File: config.mk
export PLATFORM = sky130hd
export DESIGN_NAME = mcp_macrocell_preload
export DESIGN_NICKNAME = d
export VERILOG_FILES = /design/src/mcp_macrocell_preload.v /design/src/mcp_sync.v
export VERILOG_INCLUDE_DIRS = /design/src
export SDC_FILE = /design/constraint.sdc
export NUM_CORES = 1
export LEC_CHECK = 0
export BUFFER_PORTS_ARGS = -buffer_cell sky130_fd_sc_hd__clkbuf_2
export CORE_MARGIN = 8
export CORE_UTILIZATION = 30
export DETAILED_ROUTE_END_ITERATION = 7
export SETUP_SLACK_MARGIN = 0.02
export SYNTH_ARGS = -nofsm -noshare
export SYNTH_HDL_FRONTEND = slang
export SYNTH_HIERARCHICAL = 1
export SYNTH_SLANG_ARGS = --single-unit
File: constraint.sdc
create_clock -name clk -period 17.25 [get_ports clk]
set_input_delay 0 -clock clk [delete_from_list [all_inputs] [get_ports clk]]
set_output_delay 0 -clock clk [all_outputs]
set_load 0.02 [all_outputs]
File: src/mcp_regs.vh
// Constants for the macrocell preload and configuration cell block
`ifndef MCP_REGS_VH
`define MCP_REGS_VH
// Number of output macrocells
`define MCP_NUM_CELLS 8
// Identification word width
`define MCP_ID_WIDTH 64
// Architecture mode codes
`define MCP_MODE_SMALL 2'h0
`define MCP_MODE_REG 2'h1
`define MCP_MODE_MEDIUM 2'h2
// Reset values
`define MCP_ID_RESET 64'h0000000000000000
`define MCP_REG_RESET 8'h00
// Power-up reset time in microseconds and clock rate in MHz
`define MCP_RESET_TIME_US 45
`define MCP_CLK_MHZ 250
`define MCP_RESET_CYCLES (`MCP_RESET_TIME_US * `MCP_CLK_MHZ)
`endif

File: src/mcp_macrocell_preload.v
// Output macrocell registers with serial preload, security cell and id word
//
// Functional notes
// - Programmed security cell blocks array programming and array verify reads.
// - Security cell clears only during bulk erase, together with the array.
// - A 64-bit user identification word is held and reprogrammable.
// - Identification word never affects logic function or pin outputs; it only reaches verify_id_data.
// - Identification word reads back at any time, even when secured.
// - Bulk erase clears array, architecture cells, security and id word.
// - Preload writes any pattern and exposes state regardless of output enables.
// - After preload, registers advance from the preloaded values.
// - Preload enable switches registers to the serial shift path.
// - One bit per registered macrocell; non-registered cells are bypassed.
// - Chain advances one position per rising preload shift clock edge.
// - Data enters lowest registered cell and moves toward higher cells.
// - Registered mode uses dedicated clock and output enable inputs.
// - Shifting moves contents upward and out on serial state output.
// - Serial 0 is cleared, 1 is set; pins show states inverted.
// - Power-up reset clears all registers within bounded time.
`timescale 1ns/10ps
`include "mcp_regs.vh"
module mcp_macrocell_preload #(
  parameter N = `MCP_NUM_CELLS,
  parameter IDW = `MCP_ID_WIDTH,
  parameter RESET_CYCLES = `MCP_RESET_CYCLES
) (
  input wire clk,
  input wire rst,
  input wire preload_enable,
  input wire serial_preload_in,
  input wire preload_shift_clock,
  input wire dedicated_clk_in,
  input wire dedicated_oe_in,
  input wire [N-1:0] next_state,
  input wire [N-1:0] cell_registered,
  input wire [1:0] arch_mode,
  input wire cfg_write,
  input wire [N-1:0] cfg_reg_sel,
  input wire [1:0] cfg_mode,
  input wire cfg_set_security,
  input wire id_write,
  input wire [IDW-1:0] id_data,
  input wire bulk_erase,
  input wire verify_req,
  output reg [N-1:0] out_level,
  output reg [N-1:0] out_enable,
  output reg serial_state_out,
  output reg serial_state_oe,
  output reg [N-1:0] verify_arch_data,
  output reg verify_arch_valid,
  output reg [IDW-1:0] verify_id_data,
  output reg security_set,
  output reg reset_done,
  output reg cfg_refused
);
  // ----------------------------------------
  // Input synchronisers
  // ----------------------------------------
  wire [4:0] sync_w;
  mcp_sync #(
    .WIDTH(5)
  ) u_sync (
    .clk(clk),
    .rst(rst),
    .async_in({dedicated_oe_in, preload_enable, serial_preload_in, preload_shift_clock,
      dedicated_clk_in}),
    .sync_out(sync_w)
  );
  wire oe_s = sync_w[4];
  wire pre_en_s = sync_w[3];
  wire serial_preload_in_s = sync_w[2];
  wire preload_shift_clock_s = sync_w[1];
  wire gclk_s = sync_w[0];

  reg preload_shift_clock_prev_q;
  reg gclk_prev_q;
  reg [N-1:0] state_q;
  reg [N-1:0] arch_q;
  reg [1:0] mode_q;
  reg secure_q;
  reg [IDW-1:0] id_q;
  reg [31:0] por_cnt_q;

  // Edge detection on synchronised clocks
  wire preload_shift_clock_rise = preload_shift_clock_s & ~preload_shift_clock_prev_q;
  wire gclk_rise = gclk_s & ~gclk_prev_q;
  wire reg_mode = (mode_q == `MCP_MODE_REG);
  // Registered cells only exist in the registered architecture mode
  wire [N-1:0] is_reg = reg_mode ? arch_q : {N{1'b0}};

  // ----------------------------------------
  // Preload chain next values
  // ----------------------------------------
  // Each registered cell takes the nearest registered cell below it; the lowest takes the serial input
  reg [N-1:0] shift_d;
  reg carry;
  reg top_bit;
  integer i;
  always @*
  begin
    carry = serial_preload_in_s;
    top_bit = serial_preload_in_s;
    shift_d = state_q;
    for (i = 0; i < N; i = i + 1)
    begin
      if (is_reg[i])
      begin
        shift_d[i] = carry;
        carry = state_q[i];
        top_bit = state_q[i];
      end
    end
  end

  // ----------------------------------------
  // Power-up reset interval
  // ----------------------------------------
  always @(posedge clk or posedge rst)
  begin
    if (rst)
    begin
      por_cnt_q <= 32'h00000000;
      reset_done <= 1'b0;
    end
    else if (!reset_done)
    begin
      por_cnt_q <= por_cnt_q + 32'h00000001;
      // Registers are held at reset and preload is ignored until this is set
      reset_done <= (por_cnt_q >= RESET_CYCLES - 1);
    end
  end

  // ----------------------------------------
  // Macrocell registers
  // ----------------------------------------
  always @(posedge clk or posedge rst)
  begin
    if (rst)
    begin
      state_q <= `MCP_REG_RESET;
      preload_shift_clock_prev_q <= 1'b0;
      gclk_prev_q <= 1'b0;
    end
    else
    begin
      preload_shift_clock_prev_q <= preload_shift_clock_s;
      gclk_prev_q <= gclk_s;
      if (!reset_done)
        state_q <= `MCP_REG_RESET;
      else if (pre_en_s)
      begin
        if (preload_shift_clock_rise)
          state_q <= shift_d;
      end
      // Normal load from array continues from preloaded state
      else if (gclk_rise)
        state_q <= (state_q & ~is_reg) | (next_state & is_reg);
    end
  end

  // ----------------------------------------
  // Configuration cells
  // ----------------------------------------
  // Id word is kept away from the pin output logic; it only reaches verify_id_data
  always @(posedge clk or posedge rst)
  begin
    if (rst)
    begin
      arch_q <= {N{1'b0}};
      mode_q <= `MCP_MODE_SMALL;
      secure_q <= 1'b0;
      id_q <= `MCP_ID_RESET;
      cfg_refused <= 1'b0;
    end
    else
    begin
      cfg_refused <= 1'b0;
      if (bulk_erase)
      begin
        arch_q <= {N{1'b0}};
        mode_q <= `MCP_MODE_SMALL;
        secure_q <= 1'b0;
        id_q <= `MCP_ID_RESET;
      end
      else
      begin
        if (cfg_write)
        begin
          if (secure_q)
            cfg_refused <= 1'b1;
          else
          begin
            arch_q <= cfg_reg_sel;
            mode_q <= cfg_mode;
          end
        end
        if (cfg_set_security)
          secure_q <= 1'b1;
        if (id_write)
          id_q <= id_data;
      end
    end
  end

  // ----------------------------------------
  // Verify and pin outputs
  // ----------------------------------------
  always @(posedge clk or posedge rst)
  begin
    if (rst)
    begin
      out_level <= {N{1'b1}};
      out_enable <= {N{1'b0}};
      serial_state_out <= 1'b0;
      serial_state_oe <= 1'b0;
      verify_arch_data <= {N{1'b0}};
      verify_arch_valid <= 1'b0;
      verify_id_data <= {IDW{1'b0}};
      security_set <= 1'b0;
    end
    else
    begin
      // Pins show registers inverted regardless of polarity
      out_level <= ~state_q;
      out_enable <= is_reg & {N{~oe_s & reg_mode}};
      // Open drain: drive low only when serial bit is 0
      serial_state_out <= 1'b0;
      serial_state_oe <= pre_en_s & ~top_bit;
      security_set <= secure_q;
      verify_arch_valid <= verify_req & ~secure_q;
      verify_arch_data <= (verify_req & ~secure_q) ? arch_q : {N{1'b0}};
      verify_id_data <= verify_req ? id_q : verify_id_data;
    end
  end
endmodule // mcp_macrocell_preload

File: src/mcp_sync.v
// Two-flop synchroniser for inputs arriving from outside the clock domain
`timescale 1ns/10ps
module mcp_sync #(
  parameter WIDTH = 1
) (
  input wire clk,
  input wire rst,
  input wire [WIDTH-1:0] async_in,
  output reg [WIDTH-1:0] sync_out
);
  reg [WIDTH-1:0] meta_q;

  // First stage only feeds the second stage
  always @(posedge clk or posedge rst)
  begin
    if (rst)
    begin
      meta_q <= {WIDTH{1'b0}};
      sync_out <= {WIDTH{1'b0}};
    end
    else
    begin
      meta_q <= async_in;
      sync_out <= meta_q;
    end
  end
endmodule // mcp_sync

==> results by group, run 1 <==
Timing
  – Worst slew pin tran: ~1000 ps
  – Final period utilization: 0.136
  – Max-slew headroom: 0.334
  – Tmin final: 2350 ps
  – Final worst setup slack: 14,900 ps
  – Total negative slack: 0 ps
  – Fin. Hold Viols: 0
  – Hold WS: 65.8 ps
  – Clk_skew: ~7.4 ps
  – Final setup viols: 0
  – Achievable frequency: 425 MHz
  – Max-slew violation count: 0
  – RSZ-0062 raised after global routing: no

Layout
  – Post-Layout Inst Area: about 0.012 mm2
  – Share of layout cells above drive strength 1: 0.307
  – Final core utilization: 0.408
  – Area grow syn2layout: 35.7%
  – Nets: 1,093

Critical path
  – Slowest CP cell: dfrtp_1
  – Startpoint Class: flip-flop
  – Crit-path max cell delay: 640 ps
  – Required time worst endpoint: about 18,000 ps
  – Top cell by count, worst path: nand4_1
  – Arr. time, crit path: ~2800 ps
  – Crit path buf inv count: 0
  – WS Path Type: flip-flop to flip-flop
  – Crit path cell chain: nor2b_1 > nand4_1 > nor4_2 > nand4_1 > xnor2_1
  – Delay-heaviest family, CP: simple AND/OR/NAND/NOR gates
  – Worst Path Max Fanout: 21
  – CP endpoint kind: flip-flop

Run
  – # Max-Cap Violations: 0

Synthesis
  – YS warnings: 6
  – Synth unique cells: 55
  – Synth Area in Compound Gates: 0.0390
  – Primary FF master, synth: dfrtp_1
  – Mux contribution to synthesized area: 0.158
  – Xor and xnor area share after synthesis: 0.0308
  – Syn_nets: 812
  – Avg Inst Size Synth: around 13 um2
  – Ys async rst share: 1.00
  – FF+latch count, synth: 220
  – Number of synthesized flops with an enable pin: 0
  – Post-synthesis instance total: roughly 700
  – Synth Cell Area: 0.00883 mm2
  – Area share of fa/ha/maj cells after synthesis: 0.00425
  – Synth Area in Simple Gates: 0.119
  – Main combinational cell family by area after synthesis: multiplexers
  – Sequential fraction of the synthesis area: 0.625

GRT
  – Met1 Use GR: 0.146
  – GR Util met2: 0.202
  – Overflow after GRT: 0
  – Initial antenna violation count: 1
  – Layer with the highest usage: met2
  – Largest net degree at the start of global routing: 84
  – All-layer global routing usage: 0.121
  – Vias in the first global route: 6,620
  – Grt met3 use: 0.0436
  – First-pass GRT wire length: 35,600 um

Clock tree
  – Reg clk slew, reported paths: 60 ps
  – CTS tree: done
  – Clock tree sinks: 220
  – Clock Latency Late Sink: 520 ps
  – Setup bufs post-CTS: 0
  – H-tree depth: 1
  – Root buf cell: clkbuf_16
  – TritonCTS Buffers: 26
  – Bufs on Longest Clock Path: 3

Run status
  – Status: completed

Min path
  – Worst Hold Class: primary input to asynchronous set/reset pin

Detailed routing
  – Routed vias: ~6,300
  – Avg WL per Cell: 15.7 um
  – Residual DRC: 0
  – Drt first pass iters: 4
  – Antenna-violating nets left: 0
  – Iter 0 DRT Violations: 343
  – Vias per cell: 4.49
  – DRT Wirelength: ~22,000 um

Die
  – Site Rows: 63
  – IO Count: 198
  – Core ar.: roughly 0.029 mm2
  – Die Span Y: 188 um
  – Die area: ~0.035 mm2
  – Starting Density: 0.301
  – Die Wd: 188 um

Place
  – PortBufs: 186
  – Placer Congestion: 0.790
  – DP Wirelength: ~14,000 um
  – Pre-CTS setup slack: 14,850 ps
  – DP Area: just over 0.01 mm2

Power
  – Pwr/cell area: 102 mW/mm2
  – Leakage power: 5.88 nW
  – Max IR drop VDD: between 0.06 and 0.07 mV
## per-stage QoR
stage          power, mW  cells
4_1_cts             1.25   1393
3_5_place_dp       0.674   1250
3_3_place_gp       0.672   1250
5_1_grt             1.28   1394
2_1_floorplan      0.630    705
6_report            1.23   1394
## area by class of cell
class | instances | area [um2]
antenna | 1 | 2.50
clock buffer | 34 | 712
clock inverter | 11 | 143
fill | 2786 | 17300
inverter | 15 | 63.8
multi-input combinational | 434 | 3100
sequential | 220 | 5520
tap | 390 | 488
timing repair buffer | 289 | 1950
## final timing paths
path | startpoint | to | slack [ps] | cells after the start
max | reset_done$_DFF_PP0_ | por_cnt_q[23]$_DFFE_PP0N_ | 14900 | 5
min | rst | u_sync/meta_q[1]$_DFF_PP0_ | 70 | 3
max reg2reg | reset_done$_DFF_PP0_ | por_cnt_q[23]$_DFFE_PP0N_ | 14900 | 5
min reg2reg | u_sync/meta_q[1]$_DFF_PP0_ | u_sync/sync_out[1]$_DFF_PP0_ | 350 | 0
max in group asynchronous | rst | verify_id_data[59]$_DFFE_PP0P_ | 15100 | 5
min in group clk | serial_preload_in | u_sync/meta_q[2]$_DFF_PP0_ | 130 | 2
## where the power goes
part | switching, mW | internal (mW) | total [mW]
combinational | 0.0675 | 0.0568 | 0.124
sequential | 0.0156 | 0.541 | 0.557
clock | 0.210 | 0.335 | 0.545
## routing by layer
| layer | vias to the layer above | routed length (um) |
|---|---|---|
| li1 | 2979 | - |
| met1 | 3065 | 9350 |
| met2 | 179 | 10300 |
| met3 | 34 | 1720 |
| met4 | 0 | 531 |
| met5 | - | 0 |
## placed cells by master (no fill, tap or decap), types with 3 or more instances in the layout
master         netlist  routed
a211oi_1             5       5
a21o_1               3       3
a21oi_1             17      17
a22o_1               3       3
a22oi_1              3       3
a31oi_1              3       3
and2_1              17      17
and3_1               3       3
buf_4                1       6
bufinv_16            0       3
clkbuf_1            26       6
clkbuf_16            0      27
clkbuf_2             0     184
clkinv_2             0       5
dfrtp_1            212     212
dfstp_2              8       8
dlygate4sd3_1        0      98
ha_1                 3       3
inv_1               15      14
mux2_2              65      65
mux2i_1             66      66
nand2_1             42      42
nand2b_1             3       3
nand3_1             16      16
nand3b_1             5       5
nand4_1             10      10
nor2_1              86      86
nor2b_1              7       7
nor3_1               5       5
nor4_1               7       7
o21ai_0              3       3
o31ai_1              3       3
xnor2_1             24      24
xor2_1               7       7
## what timing repair did
action | in CTS | in global routing
resized for setup | 0 | 0
setup endpoints to repair | 0 | 0
hold buffers | 98 | 0
hold endpoints to repair | 180 | 0
## state kept, by name, indices dropped and copies added (netlist names)
signal                      count
u_sync/meta_q                   5
out_level                       8
gclk_prev_q                     1
cfg_refused                     1
arch_q                          8
verify_id_data                 64
reset_done                      1
u_sync/sync_out                 5
por_cnt_q                      32
mode_q                          2
verify_arch_valid               1
verify_arch_data                8
secure_q                        1
state_q                         8
security_set                    1
id_q                           64
preload_shift_clock_prev_q      1
out_enable                      8
serial_state_oe                 1
## worst min-delay path, delay by kind of cell
kind / cells / cell delay, ps
buf+inv: 3 / 990
## cells in the mapped netlist (all sizes together) (2+ instances only)
library cell,n,area (um2)
a211oi,5,37.5
a21o,3,22.5
a21oi,17,85.1
a22o,3,26.3
a22oi,3,22.5
a31oi,3,18.8
and2,17,106
and3,4,30.0
buf,10,57.6
clkbuf,26,97.6
dfrtp,212,5310
dfstp,8,210
ha,3,37.5
inv,15,56.3
mux2,65,732
mux2i,66,661
nand2,42,158
nand2b,3,18.8
nand3,16,80.1
nand3b,5,37.5
nand4,10,62.6
nand4b,2,17.5
nor2,86,323
nor2b,7,43.8
nor3,6,35.0
nor3b,2,15.0
nor4,8,56.3
o2111ai,2,17.5
o211ai,2,15.0
o21ai,3,15.0
o31ai,3,22.5
or2,2,12.5
or3,2,12.5
xnor2,24,210
xor2,7,61.3
## logic make-up (layout without fill, tap and decap cells)
group                    after synthesis  count (layout)
AO/OA/AOI/OAI                         51              51
XOR/XNOR                              31              31
adder cells (fa/ha/maj)                3               3
buffers and inverters                 51             349
flip-flops                           220             220
multiplexers                         131             131
other                                  1               2
AND/OR/NAND/NOR                      217             217
No activity file was read; power rests on OpenSTA's default activity.
==> run 2, diff against run 1 <==
==> constraint.sdc (replaced) <==
create_clock -name clk -period 2.2 [get_ports clk]
set_input_delay 0 -clock clk [delete_from_list [all_inputs] [get_ports clk]]
set_output_delay 0 -clock clk [all_outputs]
set_load 0.02 [all_outputs]
==> run 2 against run 1 <==
Hold slack got worse by 44 ps. Die area did not move. Sequential power rose to 7.8 times the previous value. Critical path depth did not move. Routed wire length rose by 4.8%. Highest routed layer unchanged.
==> results by group, run 2 (synthesis gave the netlist of run 1 again) <==
Detailed routing
  – Drt first pass iters: 4 (unchanged)
  – DRT Wirelength: 23,000 um (+4.8%)
  – Routed vias: 6,638 (+6.1%)
  – Avg WL per Cell: 15.4 um (-1.7%)
  – Iter 0 DRT Violations: 278 (-19%)
  – Antenna-violating nets left: 0 (unchanged)
  – Vias per cell: 4.46 (-0.55%)
  – Residual DRC: 0 (unchanged)

Power
  – Leakage power: 6.44 nW (+9.5%)
  – Pwr/cell area: 748 mW/mm2 (+630%)
  – P_int: 7.32 mW (+680%)
  – Flop pwr share: 0.450 (-0.004)
  – Switching share of power: 0.244 (+0.00481)
  – Clock Power Share: 0.432 (-0.012)
  – Switching power: 2.36 mW (+710%)
  – Combinational Power Share: 0.118 (+0.017)
  – Max IR drop VDD: 0.591 mV (+880%)

GRT
  – Vias in the first global route: 7,250 (+9.5%)
  – Largest net degree at the start of global routing: 85 (+1.2%)
  – Overflow after GRT: 0 (unchanged)
  – First-pass GRT wire length: 38,300 um (+7.5%)
  – Initial antenna violation count: 0 (-1)
  – All-layer global routing usage: 0.130 (+0.00821)

Layout
  – Area grow syn2layout: 46.7%
  – Ant diodes: 0 (-1)
  – Commonest non-fill, non-tap cell in the layout: dfrtp_1
  – # fillers: 2,736 (-1.8%)
  – Leading cell types in the layout, fill and taps excluded: 212 x dfrtp_1, 184 x clkbuf_2, 179 x dlygate4sd3_1, 86 x nor2_1, 66 x mux2i_1
  – Share of layout cells above drive strength 1: 0.294 (-0.0126)
  – Nets: 1,184 (+8.3%)
  – Final core utilization: 0.442 (+0.0332)
  – Largest registers: id_q x64, verify_id_data x64, por_cnt_q x32

Clock tree
  – Clock Latency Late Sink: 530 ps (about the same)
  – TritonCTS Buffers: 26 (unchanged)
  – Clock tree sinks: 220 (unchanged)
  – Reg clk slew, reported paths: 60 ps (about the same)
  – Bufs on Longest Clock Path: 3 (unchanged)
  – H-tree depth: 1 (unchanged)
  – Resized Gates After CTS: 0 (unchanged)
  – Root buf cell: clkbuf_16
  – CTS tree: done

Timing
  – Worst slew pin tran: 675 ps (-324 ps)
  – Tmin final: 1950 ps (-398 ps)
  – Hold WS: 21.4 ps (-44.4 ps)
  – Max-slew violation count: 0 (unchanged)
  – Final period utilization: 0.888 (+0.752)
  – RSZ-0062 raised after global routing: no
  – Final setup viols: 0 (unchanged)
  – Clk_skew: 12.6 ps (+5.19 ps)
  – Max-slew headroom: 0.549 (+0.215)
  – Final worst setup slack: 246 ps (-14,650 ps)
  – Fin. Hold Viols: 0 (unchanged)
  – Achievable frequency: 512 MHz (+20%)

Die
  – Die Wd: 188 um (unchanged)
  – Starting Density: 0.301 (unchanged)
  – Die Span Y: 188 um (unchanged)
  – Die area: 0.0352 mm2 (unchanged)
  – Core ar.: 0.0293 mm2 (unchanged)
  – IO Count: 198 (unchanged)
  – Site Rows: 63 (unchanged)

Place
  – Pre-CTS setup slack: 263 ps (-14,590 ps)
  – Placer Congestion: 0.786 (-0.49%)
  – PortBufs: 186 (unchanged)
  – DP Wirelength: 14,600 um (+2.8%)

Critical path
  – CP endpoint kind: flip-flop
  – Arr. time, crit path: 2390 ps (-360 ps)
  – Worst reg2reg path depth: 5 (unchanged)
  – Required time worst endpoint: 2640 ps (-15,010 ps)
  – Startpoint Class: flip-flop
  – WS Path Type: flip-flop to flip-flop
  – Worst Path Max Fanout: 6 (-71%)

Run
  – # Max-Cap Violations: 0 (unchanged)

Run status
  – Status: completed

Min path
  – Worst Hold Class: primary input to flip-flop
  – Hold path cells: 3
run 2: changes by cell type in the layout (fill, tap and decap cells not counted):
| cell | before | now |
|---|---|---|
| clkinv_8 | 0 | 2 |
| clkbuf_8 | 1 | 6 |
| dlygate4sd3_1 | 98 | 179 |
| buf_12 | 0 | 7 |
| inv_8 | 2 | 0 |
| bufinv_16 | 3 | 1 |
| clkbuf_1 | 6 | 4 |
| diode_2 | 1 | 0 |
| clkinv_2 | 5 | 8 |
| clkbuf_16 | 27 | 26 |
| buf_4 | 6 | 9 |
run 2: routing by layer:
metal | part of all wire | global-route usage | wire [um]
met1 | 0.41 | 0.154 | 9490
met2 | 0.48 | 0.220 | 11100
met3 | 0.078 | 0.0427 | 1800
met4 | 0.024 | 0.0376 | 542
met5 | 0 | 0 | 0
run 2: cell type report:
class / count / area (um2) / share of cell area
Timing Repair Buffer: 380 / 2930 / 0.226
Inverter: 15 / 60.1 / 0.00464
Multi-Input combinational cell: 434 / 3100 / 0.239
Sequential cell: 220 / 5520 / 0.426
Tap cell: 390 / 488 / 0.0377
Clock inverter: 12 / 111 / 0.00860
Clock buffer: 36 / 748 / 0.0578
run 2: worst max-delay path, stage by stage, from the launching register on:
cell and delay, ps:
dfrtp_1 440, and4_1 270, nand3_1 160, or4_1 660
nor2_1 180, xor2_1 170
run 2: repair_timing:
item                                    4_1_cts  5_1_grt
buffers inserted                              0        0
hold buffers                                179        0
endpoints found under the setup margin        0        0
endpoints found under the hold margin       316        0
run 2: path summary, 6_finish.rpt:
| kind | start | endpoint | slack [ps] |
|---|---|---|---|
| worst max-delay path | por_cnt_q[8]$_DFFE_PP0N_ | por_cnt_q[30]$_DFFE_PP0N_ | 250 |
| worst min-delay path | bulk_erase | id_q[35]$_DFFE_PP0P_ | 20 |
| worst max register to register | por_cnt_q[8]$_DFFE_PP0N_ | por_cnt_q[30]$_DFFE_PP0N_ | 250 |
| worst min register to register | u_sync/meta_q[1]$_DFF_PP0_ | u_sync/sync_out[1]$_DFF_PP0_ | 350 |
| max in group asynchronous | rst | id_q[53]$_DFFE_PP0P_ | 1590 |
| min in group asynchronous | rst | u_sync/sync_out[0]$_DFF_PP0_ | 40 |
run 2: per-stage QoR:
step                power (mW)  TNS (ps)  area [um2]  cells
finish                    9.68         0       12900   1487
global route              10.1         0       12900   1487
CTS                       9.85         0       12900   1487
detailed placement        5.31         0       10300   1260
global placement          5.29         0       10300   1260
floorplan                 4.94   -105380        8830    705
run 2: power groups by stage:
stage | registers (mW) | logic (mW) | clock network (mW)
2_1_floorplan | 4.54 | 0.400 | 0
3_3_place_gp | 4.42 | 0.870 | 0
3_5_place_dp | 4.43 | 0.879 | 0
4_1_cts | 4.36 | 1.15 | 4.35
5_1_grt | 4.38 | 1.24 | 4.50
6_report | 4.36 | 1.14 | 4.18
==> run 3, diff against run 2 <==
--- a/config.mk
+++ b/config.mk
@@ -10,6 +10,7 @@
 export CORE_MARGIN = 8
 export CORE_UTILIZATION = 30
 export DETAILED_ROUTE_END_ITERATION = 7
+export RECOVER_POWER = 25
 export SETUP_SLACK_MARGIN = 0.02
 export SYNTH_ARGS = -nofsm -noshare
 export SYNTH_HDL_FRONTEND = slang
==> run 3 against run 2 <==
The flow now finishes with violations (capacitance limit, slew limit). Cell area down 0.28%. Die area did not move. Flip-flop and latch count unchanged. Routed wire length about the same. Critical path depth unchanged. Setup slack about the same. Largest power group unchanged.
==> results by group, run 3 (synthesis gave the netlist of run 1 again) <==
GRT
  – First-pass GRT wire length: 38,300 um (unchanged)
  – Initial antenna violation count: 0 (unchanged)
  – Largest net degree at the start of global routing: 85 (unchanged)
  – Vias in the first global route: 7,250 (unchanged)
  – All-layer global routing usage: 0.130 (unchanged)
  – Overflow after GRT: 0 (unchanged)

Die
  – IO Count: 198 (unchanged)
  – Core ar.: 0.0293 mm2 (unchanged)
  – Die area: 0.0352 mm2 (unchanged)
  – Die Span Y: 188 um (unchanged)
  – Starting Density: 0.301 (unchanged)
  – Site Rows: 63 (unchanged)
  – Die Wd: 188 um (unchanged)

Run status
  – Status: complete, but fails checks
  – Failing checks: capacitance limit, slew limit

Critical path
  – Crit path buf inv count: 0 (unchanged)
  – Worst Path Max Fanout: 6 (unchanged)
  – Required time worst endpoint: 2640 ps (about the same)
  – WS Path Type: flip-flop to flip-flop
  – Crit path cell chain: and4_1 > nand3_1 > or4_1 > nor2_1 > xor2_1
  – Crit-path max cell delay: 660 ps (about the same)
  – CP endpoint kind: flip-flop
  – Arr. time, crit path: 2390 ps (about the same)
  – Delay-heaviest family, CP: simple AND/OR/NAND/NOR gates
  – Slowest CP cell: or4_1
  – Startpoint Class: flip-flop

Detailed routing
  – Avg WL per Cell: 15.4 um (about the same)
  – Iter 0 DRT Violations: 250 (-10%)
  – DRT Wirelength: 23,000 um (about the same)
  – Antenna-violating nets left: 0 (unchanged)
  – Max layer used: met4
  – Wire length on met2: 11,200 um (+0.34%)
  – Residual DRC: 0 (unchanged)
  – Routed vias: 6,652 (+0.21%)
  – Met1 wire length: 9480 um (about the same)
  – WL met3: 1780 um (-1.0%)
  – Drt first pass iters: 4 (unchanged)
  – Vias per cell: 4.47 (+0.21%)

Timing
  – Achievable frequency: 512 MHz (about the same)
  – Final setup viols: 0 (unchanged)
  – Fin. Hold Viols: 0 (unchanged)
  – Max-slew headroom: -0.0386 (-0.588)
  – Clk_skew: 13.3 ps (+0.748 ps)
  – Final period utilization: 0.888 (about the same)
  – Hold WS: 21.0 ps (-0.432 ps)
  – Worst slew pin tran: 1560 ps (+883 ps)
  – Total negative slack: 0 ps (unchanged)
  – RSZ-0062 raised after global routing: no
  – Max-slew violation count: 70 (+70)
  – Tmin final: 1950 ps (-0.311 ps)

Layout
  – Ant diodes: 0 (unchanged)
  – Register area: 0.00552 mm2 (unchanged)
  – Commonest non-fill, non-tap cell in the layout: dfrtp_1
  – Leading cell types in the layout, fill and taps excluded: 212 x dfrtp_1, 182 x clkbuf_2, 179 x dlygate4sd3_1, 86 x nor2_1, 66 x mux2i_1
  – Post-Layout Inst Area: 0.0129 mm2 (-0.28%)
  – Area grow syn2layout: 46.3%
  – Nets: 1,184 (unchanged)
  – # fillers: 2,742 (+0.22%)
  – Layout Cells excl Fill: 1,487 (unchanged)
  – Share of layout cells above drive strength 1: 0.292 (-0.00273)
  – Multi-input combinational cell area: 0.00310 mm2 (unchanged)
  – Largest registers: id_q x64, verify_id_data x64, por_cnt_q x32

Power
  – Max IR drop VDD: 0.591 mV (about the same)
  – Pwr/cell area: 749 mW/mm2 (+0.18%)
  – Leakage power: 6.42 nW (-0.31%)

Clock tree
  – Clock Latency Late Sink: 530 ps (about the same)
  – Root buf cell: clkbuf_16
  – Reg clk slew, reported paths: 60 ps (about the same)
  – CTS tree: done
  – TritonCTS Buffers: 26 (unchanged)
  – H-tree depth: 1 (unchanged)
  – Bufs on Longest Clock Path: 3 (unchanged)
  – Resized Gates After CTS: 0 (unchanged)
  – Clock tree sinks: 220 (unchanged)

Place
  – PortBufs: 186 (unchanged)
  – DP Area: 0.0103 mm2 (unchanged)
  – Placer Congestion: 0.786 (unchanged)
  – Post-Place Cells: 1,260 (unchanged)
  – DP Wirelength: 14,600 um (unchanged)

Run
  – # Max-Cap Violations: 1 (+1)

Min path
  – Worst Hold Class: primary input to asynchronous set/reset pin
run 3: routing by layer:
layer / up-vias / GRT usage
met2: 178 / 0.220
li1: 3153 / -
met4: 0 / 0.0376
met5: - / 0
met1: 3282 / 0.154
met3: 39 / 0.0427
run 3: cell type report:
cell class	count	area share
Clock inverter	12	0.00862
Tap cell	390	0.0378
Clock buffer	36	0.0579
Multi-Input combinational cell	434	0.240
Sequential cell	220	0.427
Timing Repair Buffer	380	0.224
Inverter	15	0.00446
run 3: worst paths after layout:
kind                                             from                            to  slack (ps)  depth (start not counted)
min                                               rst  u_sync/sync_out[0]$_DFF_PP0_          20                          3
max                          por_cnt_q[8]$_DFFE_PP0N_     por_cnt_q[30]$_DFFE_PP0N_         250                          5
max reg2reg                  por_cnt_q[8]$_DFFE_PP0N_     por_cnt_q[30]$_DFFE_PP0N_         250                          5
min reg2reg                u_sync/meta_q[1]$_DFF_PP0_  u_sync/sync_out[1]$_DFF_PP0_         350                          0
min in group clk                           bulk_erase          id_q[35]$_DFFE_PP0P_          20                          3
max in group asynchronous                         rst           id_q[6]$_DFFE_PP0P_         540                          4
run 3: timing repair:
action,4_1_cts,5_1_grt
hold buffers,179,0
setup buffers,0,0
hold endpoints to repair,316,0
run 3: worst register-to-register path, delay by kind of cell, from the launching register on:
kind | cells | cell delay, ps
flip-flops | 1 | 440
XOR/XNOR | 1 | 170
AND/OR/NAND/NOR | 4 | 1270
run 3: power breakdown:
part / switching, mW / total, mW / internal (mW)
registers: 0.115 / 4.36 / 4.25
clock network: 1.68 / 4.18 / 2.50
logic: 0.564 / 1.13 / 0.565
total: 2.36 / 9.67 / 7.31
run 3: metrics by stage:
step / worst slack [ps] / util / power [mW]
3_5_place_dp: 263 / 0.351 / 5.31
4_1_cts: 235 / 0.442 / 9.85
6_report: 246 / 0.440 / 9.67
2_1_floorplan: -522 / - / 4.94
3_3_place_gp: 308 / 0.351 / 5.29
5_1_grt: 64.3 / 0.440 / 10.1
